--- src/design/usfl_pkg.sv ---
package usfl_pkg;

    localparam int          ADDR_W       = 2;
    localparam int          DATA_W       = 8;
    localparam int          CNT_W        = 4;

    // register offsets
    localparam logic [1:0]  OFF_STATUS   = 2'h0;
    localparam logic [1:0]  OFF_DATA     = 2'h1;
    localparam logic [1:0]  OFF_CTRL     = 2'h2;

    // status bit positions
    localparam int          BIT_TX_BUFFER_EMPTY     = 7;
    localparam int          BIT_TC       = 6;
    localparam int          BIT_RX_BUFFER_FULL     = 5;
    localparam int          BIT_IDLE     = 4;
    localparam int          BIT_OVR      = 3;
    localparam int          BIT_NF       = 2;
    localparam int          BIT_FE       = 1;
    localparam int          BIT_PF       = 0;

    // control bit positions
    localparam int          CTL_BRK      = 0;
    localparam int          CTL_PAR      = 1;
    localparam int          CTL_ILT      = 2;
    localparam int          CTL_NINE     = 3;
    localparam int          CTL_TXON     = 4;

    // reset values
    localparam logic [7:0]  CTRL_RST     = 8'h00;
    localparam logic [7:0]  DATA_RST     = 8'h00;

    // idle character length in bit times
    localparam logic [3:0]  IDLE_BITS_8  = 4'hA;
    localparam logic [3:0]  IDLE_BITS_9  = 4'hB;

    typedef struct packed {
        logic       noise;
        logic       frame_bad;
        logic       parity_bad;
        logic [7:0] data;
    } usfl_rxchar_s;

    typedef struct packed {
        logic       tx_on;
        logic       nine_bit;
        logic       idle_count_select;
        logic       parity_enable;
        logic       queue_break_bit;
    } usfl_ctrl_s;

endpackage

--- src/design/usfl_top.sv ---
// Implementation choices: the plain strobed port and the address map.
`timescale 1ns/1ps

module usfl_top
(
    // clock and reset
    input  wire logic                  clk,
    input  wire logic                  sys_rst,
    // register port
    input  wire logic [1:0]            reg_addr,
    input  wire logic [7:0]            reg_wdata,
    input  wire logic                  reg_wr,
    input  wire logic                  reg_rd,
    output logic      [7:0]            reg_rdata,
    // transmitter side
    input  wire logic                  tx_load,
    input  wire logic                  tx_busy,
    output logic      [7:0]            tx_data,
    output logic                       tx_data_valid,
    // receiver side
    input  wire logic                  rx_pin,
    input  wire logic                  bit_tick,
    input  wire logic                  rx_start,
    input  wire logic                  rx_start_done,
    input  wire logic                  rx_stop_done,
    input  wire logic                  rx_xfer,
    input  wire usfl_pkg::usfl_rxchar_s rx_char,
    // control out
    output usfl_pkg::usfl_ctrl_s       ctrl
);

    function automatic logic hit(input logic [1:0] a, input logic [1:0] off);
        hit = (a == off);
    endfunction

    logic [7:0] status;
    logic       tx_buffer_empty_r;
    logic       tc_r;
    logic       rx_buffer_full_r;
    logic       idle_r;
    logic       ovr_r;
    logic       nf_r;
    logic       fe_r;
    logic       pf_r;
    logic [7:0] seen_r;
    logic       sts_rd_r;
    logic       tc_hold_r;
    logic [7:0] rx_data_r;
    logic [7:0] tx_data_r;
    logic [4:0] ctrl_r;
    logic [2:0] sync_r;
    logic       line_r;
    logic       armed_r;
    logic [3:0] cnt_r;
    logic       allow_r;

    logic st_rd;
    logic dat_rd;
    logic dat_wr;
    logic ctl_wr;
    logic txon_rise;
    logic brk_wr;
    logic tc_clr;
    logic rx_buffer_full_clr;
    logic accept;
    logic overrun;
    logic [3:0] idle_len;
    logic idle_hit;

    ////////////////////////////////////////////////////////////////////////
    // decode

    assign st_rd     = reg_rd && hit(reg_addr, usfl_pkg::OFF_STATUS);
    assign dat_rd    = reg_rd && hit(reg_addr, usfl_pkg::OFF_DATA);
    assign dat_wr    = reg_wr && hit(reg_addr, usfl_pkg::OFF_DATA);
    assign ctl_wr    = reg_wr && hit(reg_addr, usfl_pkg::OFF_CTRL);
    assign txon_rise = ctl_wr && reg_wdata[usfl_pkg::CTL_TXON]
                       && !ctrl_r[usfl_pkg::CTL_TXON];
    assign brk_wr    = ctl_wr && reg_wdata[usfl_pkg::CTL_BRK];
    assign tc_clr    = seen_r[usfl_pkg::BIT_TC]
                       && (dat_wr || txon_rise || brk_wr);
    assign rx_buffer_full_clr  = dat_rd && seen_r[usfl_pkg::BIT_RX_BUFFER_FULL];
    // a data read after a status read that saw the buffer full frees it in the same cycle, so the new one is kept
    assign overrun   = rx_xfer && rx_buffer_full_r && !rx_buffer_full_clr;
    assign accept    = rx_xfer && !overrun;

    assign status = {tx_buffer_empty_r, tc_r, rx_buffer_full_r, idle_r, ovr_r, nf_r, fe_r, pf_r};
    assign ctrl   = usfl_pkg::usfl_ctrl_s'(ctrl_r);
    assign tx_data       = tx_data_r;
    assign tx_data_valid = !tx_buffer_empty_r;

    ////////////////////////////////////////////////////////////////////////
    // register port; status has no write path at all

    always_ff @(posedge clk or posedge sys_rst)
    begin
        if (sys_rst)
            reg_rdata <= 8'h00;
        else if (st_rd)
            reg_rdata <= status;
        else if (dat_rd)
            reg_rdata <= rx_data_r;
        else if (reg_rd && hit(reg_addr, usfl_pkg::OFF_CTRL))
            reg_rdata <= {3'h0, ctrl_r};
        else
            reg_rdata <= 8'h00;
    end

    always_ff @(posedge clk or posedge sys_rst)
    begin
        if (sys_rst)
            ctrl_r <= usfl_pkg::CTRL_RST[4:0];
        else if (ctl_wr)
            ctrl_r <= reg_wdata[4:0];
    end

    always_ff @(posedge clk or posedge sys_rst)
    begin
        if (sys_rst)
            tx_data_r <= usfl_pkg::DATA_RST;
        else if (dat_wr)
            tx_data_r <= reg_wdata;
    end

    ////////////////////////////////////////////////////////////////////////
    // status-read record

    always_ff @(posedge clk or posedge sys_rst)
    begin
        if (sys_rst)
        begin
            seen_r   <= 8'h00;
            sts_rd_r <= 1'b0;
        end
        else if (st_rd)
        begin
            seen_r   <= status;
            sts_rd_r <= 1'b1;
        end
        else
        begin
            if (dat_rd)
            begin
                seen_r[5:0] <= 6'h00;
                sts_rd_r    <= 1'b0;
            end
            if (dat_wr)
                seen_r[usfl_pkg::BIT_TX_BUFFER_EMPTY] <= 1'b0;
            if (tc_clr)
                seen_r[usfl_pkg::BIT_TC] <= 1'b0;
        end
    end

    ////////////////////////////////////////////////////////////////////////
    // transmit flags

    always_ff @(posedge clk or posedge sys_rst)
    begin
        if (sys_rst)
            tx_buffer_empty_r <= 1'b1;
        else if (tx_load)
            tx_buffer_empty_r <= 1'b1;
        else if (dat_wr && seen_r[usfl_pkg::BIT_TX_BUFFER_EMPTY])
            tx_buffer_empty_r <= 1'b0;
    end

    // hold keeps tc low until the queued activity shows as busy
    always_ff @(posedge clk or posedge sys_rst)
    begin
        if (sys_rst)
            tc_hold_r <= 1'b0;
        else if (tc_clr)
            tc_hold_r <= 1'b1;
        else if (tx_busy)
            tc_hold_r <= 1'b0;
    end

    always_ff @(posedge clk or posedge sys_rst)
    begin
        if (sys_rst)
            tc_r <= 1'b1;
        else if (tc_clr)
            tc_r <= 1'b0;
        else if (tx_buffer_empty_r && !tx_busy && !tc_hold_r)
            tc_r <= 1'b1;
        else if (tx_busy)
            tc_r <= 1'b0;
    end

    ////////////////////////////////////////////////////////////////////////
    // receive flags; a new event wins over a clear in the same cycle

    always_ff @(posedge clk or posedge sys_rst)
    begin
        if (sys_rst)
            rx_data_r <= usfl_pkg::DATA_RST;
        else if (accept)
            rx_data_r <= rx_char.data;
    end

    always_ff @(posedge clk or posedge sys_rst)
    begin
        if (sys_rst)
            rx_buffer_full_r <= 1'b0;
        else if (accept)
            rx_buffer_full_r <= 1'b1;
        else if (rx_buffer_full_clr)
            rx_buffer_full_r <= 1'b0;
    end

    always_ff @(posedge clk or posedge sys_rst)
    begin
        if (sys_rst)
            ovr_r <= 1'b0;
        else if (overrun)
            ovr_r <= 1'b1;
        else if (dat_rd && seen_r[usfl_pkg::BIT_OVR])
            ovr_r <= 1'b0;
    end

    always_ff @(posedge clk or posedge sys_rst)
    begin
        if (sys_rst)
            nf_r <= 1'b0;
        else if (accept)
            nf_r <= rx_char.noise;
        else if (dat_rd && sts_rd_r)
            nf_r <= 1'b0;
    end

    always_ff @(posedge clk or posedge sys_rst)
    begin
        if (sys_rst)
            fe_r <= 1'b0;
        else if (accept)
            fe_r <= rx_char.frame_bad;
        else if (dat_rd && seen_r[usfl_pkg::BIT_FE])
            fe_r <= 1'b0;
    end

    always_ff @(posedge clk or posedge sys_rst)
    begin
        if (sys_rst)
            pf_r <= 1'b0;
        else if (accept)
            pf_r <= rx_char.parity_bad
                    && ctrl_r[usfl_pkg::CTL_PAR];
        else if (dat_rd && sts_rd_r)
            pf_r <= 1'b0;
    end

    ////////////////////////////////////////////////////////////////////////
    // line synchroniser and idle detection

    always_ff @(posedge clk or posedge sys_rst)
    begin
        if (sys_rst)
        begin
            sync_r <= 3'h7;
            line_r <= 1'b1;
        end
        else
        begin
            sync_r <= {sync_r[1:0], rx_pin};
            if (sync_r[1] == sync_r[2])
                line_r <= sync_r[2];
        end
    end

    assign idle_len = ctrl_r[usfl_pkg::CTL_NINE] ? usfl_pkg::IDLE_BITS_9
                                                 : usfl_pkg::IDLE_BITS_8;
    assign idle_hit = armed_r && (cnt_r == idle_len);

    always_ff @(posedge clk or posedge sys_rst)
    begin
        if (sys_rst)
        begin
            armed_r <= 1'b0;
            cnt_r   <= 4'h0;
        end
        else if (rx_start)
        begin
            armed_r <= 1'b0;
            cnt_r   <= 4'h0;
        end
        else if (ctrl_r[usfl_pkg::CTL_ILT] ? rx_stop_done
                                          : rx_start_done)
        begin
            armed_r <= 1'b1;
            cnt_r   <= 4'h0;
        end
        else if (!line_r)
            cnt_r <= 4'h0;
        else if (armed_r && bit_tick && cnt_r != idle_len)
            cnt_r <= cnt_r + 4'h1;
    end

    // only a fresh character rearms, so a long idle sets the flag once
    always_ff @(posedge clk or posedge sys_rst)
    begin
        if (sys_rst)
            allow_r <= 1'b0;
        else if (accept)
            allow_r <= 1'b1;
        else if (idle_hit)
            allow_r <= 1'b0;
    end

    always_ff @(posedge clk or posedge sys_rst)
    begin
        if (sys_rst)
            idle_r <= 1'b0;
        else if (idle_hit && allow_r)
            idle_r <= 1'b1;
        else if (dat_rd && seen_r[usfl_pkg::BIT_IDLE])
            idle_r <= 1'b0;
    end

    ////////////////////////////////////////////////////////////////////////
    // assertions

    property p_st_wr;
        @(posedge clk) disable iff (sys_rst)
        reg_wr && hit(reg_addr, usfl_pkg::OFF_STATUS) && rx_buffer_full_r && !rx_xfer
        |=> rx_buffer_full_r;
    endproperty
    a_st_wr: assert property (p_st_wr) else $error("status write hit flag");

    property p_tx_buffer_empty_set;
        @(posedge clk) disable iff (sys_rst) tx_load |=> tx_buffer_empty_r && !tx_data_valid;
    endproperty
    a_tx_buffer_empty_set: assert property (p_tx_buffer_empty_set) else $error("tx_buffer_empty not set");

    property p_tx_buffer_empty_clr;
        @(posedge clk) disable iff (sys_rst)
        st_rd && tx_buffer_empty_r ##1 dat_wr && !tx_load |=> !tx_buffer_empty_r;
    endproperty
    a_tx_buffer_empty_clr: assert property (p_tx_buffer_empty_clr) else $error("tx_buffer_empty not cleared");

    property p_tc_clr;
        @(posedge clk) disable iff (sys_rst) tc_clr |=> !tc_r;
    endproperty
    a_tc_clr: assert property (p_tc_clr) else $error("tc not cleared");

    property p_rx_buffer_full;
        @(posedge clk) disable iff (sys_rst)
        accept |=> rx_buffer_full_r && rx_data_r == $past(rx_char.data);
    endproperty
    a_rx_buffer_full: assert property (p_rx_buffer_full) else $error("rx char not taken");

    property p_rx_buffer_full_clr;
        @(posedge clk) disable iff (sys_rst)
        st_rd && rx_buffer_full_r ##1 dat_rd && !rx_xfer |=> !rx_buffer_full_r;
    endproperty
    a_rx_buffer_full_clr: assert property (p_rx_buffer_full_clr) else $error("rx_buffer_full not cleared");

    property p_ovr;
        @(posedge clk) disable iff (sys_rst) overrun |=> ovr_r && $stable(rx_data_r);
    endproperty
    a_ovr: assert property (p_ovr) else $error("overrun mishandled");

    property p_idle_once;
        @(posedge clk) disable iff (sys_rst) !allow_r && !idle_r && !accept |=> !idle_r;
    endproperty
    a_idle_once: assert property (p_idle_once) else $error("idle set again");

    property p_pf_off;
        @(posedge clk) disable iff (sys_rst)
        accept && !ctrl_r[usfl_pkg::CTL_PAR] |=> !pf_r;
    endproperty
    a_pf_off: assert property (p_pf_off) else $error("parity flag while off");

    property p_fe_keep;
        @(posedge clk) disable iff (sys_rst)
        dat_rd && fe_r && !seen_r[usfl_pkg::BIT_FE] && !accept |=> fe_r;
    endproperty
    a_fe_keep: assert property (p_fe_keep) else $error("fe cleared unseen");

    c_ovr:  cover property (@(posedge clk) disable iff (sys_rst) overrun);
    c_idle: cover property (@(posedge clk) disable iff (sys_rst) $rose(idle_r));
    c_tcon: cover property (@(posedge clk) disable iff (sys_rst) tc_clr && txon_rise);
    c_tx_buffer_empty: cover property (@(posedge clk) disable iff (sys_rst) $fell(tx_buffer_empty_r));

endmodule // usfl_top

--- config.mk ---
export PLATFORM = sky130hd
export DESIGN_NAME = usfl_top
export DESIGN_NICKNAME = d
export VERILOG_FILES = /design/src/design/usfl_pkg.sv /design/src/design/usfl_top.sv
export SDC_FILE = /design/constraint.sdc
export NUM_CORES = 1
export LEC_CHECK = 0
export ABC_AREA = 0
export BUFFER_PORTS_ARGS = -buffer_cell sky130_fd_sc_hd__buf_2
export CORE_MARGIN = 4
export CORE_UTILIZATION = 56
export CTS_CLUSTER_DIAMETER = 100
export DETAILED_ROUTE_END_ITERATION = 10
export GPL_TIMING_DRIVEN = 1
export PLACE_DENSITY_LB_ADDON = 0.15
export SYNTH_ARGS = -nofsm -noshare
export SYNTH_HDL_FRONTEND = slang
export SYNTH_SLANG_ARGS = --single-unit
--- constraint.sdc ---
create_clock -name clk -period 4.4 [get_ports clk]
set_input_delay 0.22 -clock clk [delete_from_list [all_inputs] [get_ports clk]]
set_output_delay 0.22 -clock clk [all_outputs]
set_load 0.005 [all_outputs]
==> flow_summary_export.csv, run 1 <==
group,metric,value,unit
detailed_routing,antenna_left,0,
setup_path,cp_data_required_time,4.60,ns
setup_path,path_class,"reg2reg",
global_route,antenna_found_initial,0,
synth,seq_area_frac_synth,58.9,%
power,power_density,422,nW/um2
timing,slew_headroom,55.7,%
setup_path,critPathCaptureType,"flip-flop",
timing,grt_setup_unrepaired,"false",
floorplanning,core.rowCount,23,
synth,synthFlopType,"dfrtp_1",
floorplanning,core-area,4030,um2
timing,fmax,666,MHz
layout,drive_gt1_share,38.5,%
cts,insertion_delay,0.31,ns
layout,final_nets,285,
setup_path,path_delay_family,"compound AO/OA/AOI/OAI gates",
synth,synth_edf_count,0,
cts,ctsHtreeMaxLevel,2,
place,gp_congestion,0.760,
timing,final_hold_viol_count,0,
setup_path,cp_cell_sequence,"nand4b_4, a21boi_4, mux2_2",
timing,tns,0,ns
synth,synth_nets,228,
timing,setup_viol,0,
detailed_routing,met2RoutedLength,2140,um
cts,cts_resized,0,
layout,fillCellCount,326,
detailed_routing,avgViaCountPerCell,5.41,
power,p_leak,1.34,nW
setup_path,crit_slowest_cell,"a21boi_4",
synth,syn_area,2350,um2
cts,hold_buffers,1,
place,hpwl,3310,um
layout,final_cell_mix,"54 x buf_2, 49 x dfrtp_1, 20 x nand2_1",
floorplanning,die_area,5300,um2
global_route,grt_max_degree,56,
cts,clkTransAtPathRegs,0.09,ns
detailed_routing,drt_wl_total,4540,um
setup_path,cp.arrival,1.70,ns
detailed_routing,wire_per_inst,15.0,um
power,vdd.ir_drop.worst,0.262,mV
detailed_routing,drt-met1-wl,2080,um
min_path,hp-class,"in2reg",
global_route,grt_pass1_wl,7580,um
detailed_routing,dr_total_vias,1634,
timing,finalClockSkew,0.00537,ns
synth,ys_async_sr_fraction,100,%
global_route,overflow,0,
floorplanning,die_x,72.8,um
cts,cts_setup_buffers,0,
floorplanning,io-pin-count,55,
synth,synth_cell_types,39,
global_route,grt_pass1_vias,1677,
cts,tritoncts,"yes",
synth,avgSynthCellArea,12.1,um2
cts,cts_buffer_depth,2,
cts,clock-sinks,55,
timing,max_slew.worst_pin.slew,0.665,ns
timing,drv_slew,0,
layout,antenna_cells,0,
setup_path,crit_path_start_kind,"flip-flop",
detailed_routing,top_layer,"met4",
outcome,status,"completed",
power,finalPower,1.17,mW
layout,syn_to_final_growth,18.1,%
setup_path,crit_fanout,15,
layout,final_common_cell,"buf_2",
detailed_routing,drcViolationCount,0,
setup_path,worst-path-buf-inv,0,
timing,period_minus_slack,1.50,ns
floorplanning,initial_core_util,58.4,%
synth,yosys_warnings,0,
run,maxCapViolCount,0,
detailed_routing,drt_first_pass_iters,4,
synth,synthCells,194,
detailed_routing,met3WireLength,237,um
global_route,grt_usage,18.8,%
detailed_routing,initialDrtViolationCount,67,
synth,synth-seq-cells,55,
place,port_buffers,54,
cts,clockRootBuffer,"clkbuf_8",
cts,cts_buffers,5,
timing,period_share,34.1,%
setup_path,max_stage_delay,0.46,ns
floorplanning,die_y,72.8,um
through the flow:
| step | util (%) | worst slack (ns) | cell area, um2 | cells | hold slack [ns] |
|---|---|---|---|---|---|
| 2_1_floorplan | - | 2.85 | 2350 | 194 | 0.224 |
| 3_3_place_gp | 65.8 | 2.70 | 2650 | 293 | 0.327 |
| 3_5_place_dp | 65.8 | 2.66 | 2650 | 293 | 0.329 |
| 4_1_cts | 68.9 | 2.88 | 2780 | 302 | 0.0403 |
| 6_report | 68.9 | 2.90 | 2780 | 302 | 0.0492 |
| 5_1_grt | 68.9 | 2.82 | 2780 | 302 | 0.0474 |
synthesized netlist by cell type, drive strengths merged (2+ instances only):
library cell,number,area [um2]
and2,5,31.3
a21boi,2,26.3
a21oi,9,45.0
buf,5,37.5
dfstp,6,158
or3,2,12.5
and2b,2,15.0
inv,6,22.5
mux2,22,259
nand3,9,45.0
nor2b,5,31.3
nand2,21,81.3
dfrtp,49,1230
nor2,4,15.0
mux2i,6,60.1
a21o,3,22.5
o21ai,16,80.1
nor3,4,25.0
nand2b,3,18.8
registers in the layout, summed over array words and instances (netlist names), 3 cells and up:
name	cells
rx_data_r	8
reg_rdata	8
tx_data	8
cnt_r	4
seen_r	6
ctrl	5
sync_r	3
report_power, final:
group          switching (mW)  internal (mW)  leakage, nW
registers              0.0511          0.588        0.672
logic                  0.0836          0.107        0.609
clock network           0.157          0.184       0.0612
path summary, 6_finish.rpt:
kind | start | end | slack [ns] | depth (start not counted)
max | seen_r[5] | rx_data_r[3] | 2.90 | 3
min | tx_busy | tc_r | 0.05 | 2
max reg2reg | seen_r[5] | rx_data_r[3] | 2.90 | 3
min reg2reg | sync_r[0] | sync_r[1] | 0.36 | 0
max in group asynchronous | sys_rst | rx_data_r[6] | 3.88 | 3
min in group asynchronous | sys_rst | tx_data[6] | 0.08 | 3
cell type report:
cell class	instances	area, um2	area share (%)
inverters	6	22.5	0.811
multi-input cells	127	903	32.5
clock inverters	2	35.0	1.26
clock buffers	6	82.6	2.97
well taps	50	62.6	2.25
repair buffers	56	288	10.4
flip-flops and latches	55	1380	49.8
layer usage:
metal,vias to the layer above,track usage (%)
met2,40,29.6
li1,782,-
met3,10,5.37
met1,802,24.9
met4,0,7.17
met5,-,0
logic make-up (layout without fill, tap and decap cells):
group / Yosys count / in the layout / share of synthesized area [%]
compound gates: 37 / 37 / 9.90
mux: 28 / 28 / 13.6
fa+ha+maj: 2 / 2 / 0.958
simple gates: 59 / 59 / 13.6
flops: 55 / 55 / 58.9
xor+xnor: 1 / 1 / 0.373
buf+inv: 12 / 70 / 2.71
Note: power is estimated with default switching activity, not from simulation.
==> inputs of run 2 (changes only) <==
--- a/config.mk
+++ b/config.mk
@@ -5,10 +5,10 @@
 export SDC_FILE = /design/constraint.sdc
 export NUM_CORES = 1
 export LEC_CHECK = 0
-export ABC_AREA = 0
+export ABC_AREA = 1
 export BUFFER_PORTS_ARGS = -buffer_cell sky130_fd_sc_hd__buf_2
 export CORE_MARGIN = 4
-export CORE_UTILIZATION = 56
+export CORE_UTILIZATION = 52
 export CTS_CLUSTER_DIAMETER = 100
 export DETAILED_ROUTE_END_ITERATION = 10
 export GPL_TIMING_DRIVEN = 1
==> constraint.sdc (replaced) <==
create_clock -name clk -period 1.4 [get_ports clk]
set_input_delay 0.07 -clock clk [delete_from_list [all_inputs] [get_ports clk]]
set_output_delay 0.07 -clock clk [all_outputs]
set_load 0.005 [all_outputs]
==> run 2 against run 1 <==
Register-to-register slack worse by 2.7 ns; via count is 16% higher; cell area is 5.9% higher; cell count is 28% higher; routed wire length is 10% higher; critical path depth is 3 higher; worst setup slack worse by 2.7 ns; largest power group unchanged; highest routed layer unchanged.
==> flow_summary_export.csv, run 2 <==
group,metric,value,unit
setup_path,cp_data_required_time,1.61,ns
timing,slew_headroom,75.6,%
global_route,grt_pass1_vias,1845,
detailed_routing,drt_first_pass_iters,4,
global_route,grt_usage,20.2,%
synth,seq_area_frac_synth,60.4,%
floorplanning,die_area,5530,um2
layout,fillCellCount,327,
setup_path,path_delay_family,"simple AND/OR/NAND/NOR gates",
detailed_routing,drcViolationCount,0,
global_route,grt_max_degree,56,
cts,cts_setup_buffers,0,
setup_path,cp.arrival,1.43,ns
setup_path,max_stage_delay,0.42,ns
layout,design_area,2940,um2
place,dp_slack,0.195,ns
timing,final_hold_viol_count,0,
detailed_routing,antenna_left,0,
floorplanning,io-pin-count,55,
synth,synthCells,253,
timing,fmax,819,MHz
setup_path,r2r.worst_path.cells,6,
power,p_leak,1.60,nW
cts,tritoncts,"yes",
cts,ctsHtreeMaxLevel,2,
global_route,antenna_found_initial,0,
detailed_routing,dr_total_vias,1903,
place,gp_congestion,0.836,
cts,clockRootBuffer,"clkbuf_8",
setup_path,cpMostUsedCell,"nand2_1",
synth,syn_area,2290,um2
global_route,overflow,0,
synth,ys_top_cells_by_area,"dfrtp_1 54%, nand2_1 16%, dfstp_2 6.9%, inv_1 4.8%, o21ai_0 3.9%",
min_path,hold_start,"rx_xfer",
place,dp_cells,360,
setup_path,crit_path_start_kind,"flip-flop",
detailed_routing,avgViaCountPerCell,4.93,
setup_path,worst-path-buf-inv,0,
setup_path,r2r-end,"cnt_r[2]",
timing,max_slew.worst_pin.slew,0.364,ns
setup_path,crit_slowest_cell,"dfrtp_1",
cts,cts_resized,0,
layout,final_common_cell,"nand2_1",
timing,drv_slew,0,
setup_path,cp_cell_sequence,"ha_1, or2_2, nand3_1, nor3_1, nand2_1, nand2_1",
timing,period_share,87.2,%
setup_path,critPathCaptureType,"flip-flop",
setup_path,path_class,"reg2reg",
setup_path,crit_start,"cnt_r[0]",
layout,stdcell_count,386,
synth,ys_async_sr_fraction,100,%
cts,hold_buffers,18,
power,power_density,1190,nW/um2
floorplanning,core.rowCount,23,
global_route,grt_pass1_wl,8470,um
min_path,hp-class,"in2reg",
place,port_buffers,54,
detailed_routing,wire_per_inst,12.9,um
detailed_routing,drt_wl_total,5000,um
setup_path,r2r_start,"cnt_r[0]",
layout,final_nets,369,
layout,syn_to_final_growth,28.4,%
synth,synth_top_area_share,53.5,%
timing,period_minus_slack,1.22,ns
min_path,worstHoldEndpoint,"rx_buffer_full_r",
cts,cts_buffers,5,
timing,hold_slack,0.0238,ns
synth,synth_cell_types,27,
layout,final_util,71.5,%
floorplanning,core-area,4120,um2
timing,finalClockSkew,0.00539,ns
synth,synth-seq-cells,55,
synth,synth_common_cells,"95 x nand2_1, 49 x dfrtp_1, 29 x inv_1",
synth,synthFlopType,"dfrtp_1",
floorplanning,die_y,74.4,um
synth,avgSynthCellArea,9.06,um2
setup_path,worst-r2r-setup-slack,0.18,ns
synth,synth_edf_count,0,
cts,clkTransAtPathRegs,0.09,ns
layout,final_cell_mix,"95 x nand2_1, 54 x buf_2, 49 x dfrtp_1",
place,place_area,2660,um2
synth,synth_top_cell_by_area,"dfrtp_1",
layout,drive_gt1_share,25.3,%
power,vdd.ir_drop.worst,0.669,mV
cts,cts_buffer_depth,2,
timing,setup_viol,0,
min_path,hold_depth,3,
outcome,status,"completed",
floorplanning,die_x,74.4,um
run,maxCapViolCount,0,
layout,antenna_cells,0,
place,hpwl,3540,um
detailed_routing,initialDrtViolationCount,89,
cts,clock-sinks,55,
setup_path,crit_fanout,4,
timing,tns,0,ns
timing,grt_setup_unrepaired,"false",
cts,insertion_delay,0.30,ns
synth,yosys_warnings,0,
synth,yosysMostFrequentCell,"nand2_1",
floorplanning,initial_core_util,55.7,%
power,finalPower,3.50,mW
timing,setup_ws,0.179,ns
synth,synth_nets,287,
run 2: cell types whose count changed after synthesis, moves of 3 or more:
cell,previous run,this run
nor2_1,4,9
nand2_1,20,95
mux2_2,19,0
inv_2,0,6
and2_1,5,0
a21oi_1,9,2
inv_1,6,29
nand3_1,9,13
a21o_1,3,0
nand2b_1,3,0
nor2b_1,5,0
mux2_4,3,0
mux2i_1,6,0
nand4_1,0,5
run 2: worst register-to-register path, delay by kind of cell, from the launching register on:
family,cells,cell delay (ns)
flip-flops,1,0.42
adder cells (fa/ha/maj),1,0.22
AND/OR/NAND/NOR,5,0.49
run 2: per-layer routing:
| metal | vias to the layer above | GRT usage [%] | wire (um) |
|---|---|---|---|
| met5 | - | 0 | 0 |
| met2 | 45 | 32.6 | 2380 |
| met1 | 885 | 27.0 | 2230 |
| met4 | 0 | 5.93 | 66 |
| li1 | 968 | - | - |
| met3 | 5 | 5.41 | 318 |
run 2: where the power goes:
| part | switching, mW | internal [mW] | total [mW] |
|---|---|---|---|
| Combinational | 0.314 | 0.266 | 0.580 |
| Clock | 0.489 | 0.452 | 0.942 |
| Sequential | 0.135 | 1.84 | 1.98 |
| Total | 0.938 | 2.56 | 3.50 |
run 2: worst max path at each step:
stage	to	depth (start not counted)	slack [ns]
CTS	cnt_r[2]	6	0.18
global placement	cnt_r[2]	6	0.20
detailed placement	cnt_r[2]	6	0.19
finish	cnt_r[2]	6	0.18
global route	cnt_r[1]	7	0.06
floorplan	cnt_r[2]	6	0.23
run 2: final cells by class:
class | count | area [um2] | share of cell area (%)
Clock buffer | 8 | 100 | 3.40
Inverter | 35 | 135 | 4.59
Multi-Input combinational cell | 161 | 759 | 25.8
Sequential cell | 55 | 1380 | 47.0
Tap cell | 50 | 62.6 | 2.13
Timing Repair Buffer | 77 | 500 | 17.0
run 2: logic make-up after synthesis:
kind of cell	after synthesis	synth area share (%)
AOI/OAI and AO/OA	31	8.25
DFF	55	60.4
adders and majority gates	2	0.983
and+or+nand+nor	128	23.9
buffers and inverters	37	6.44
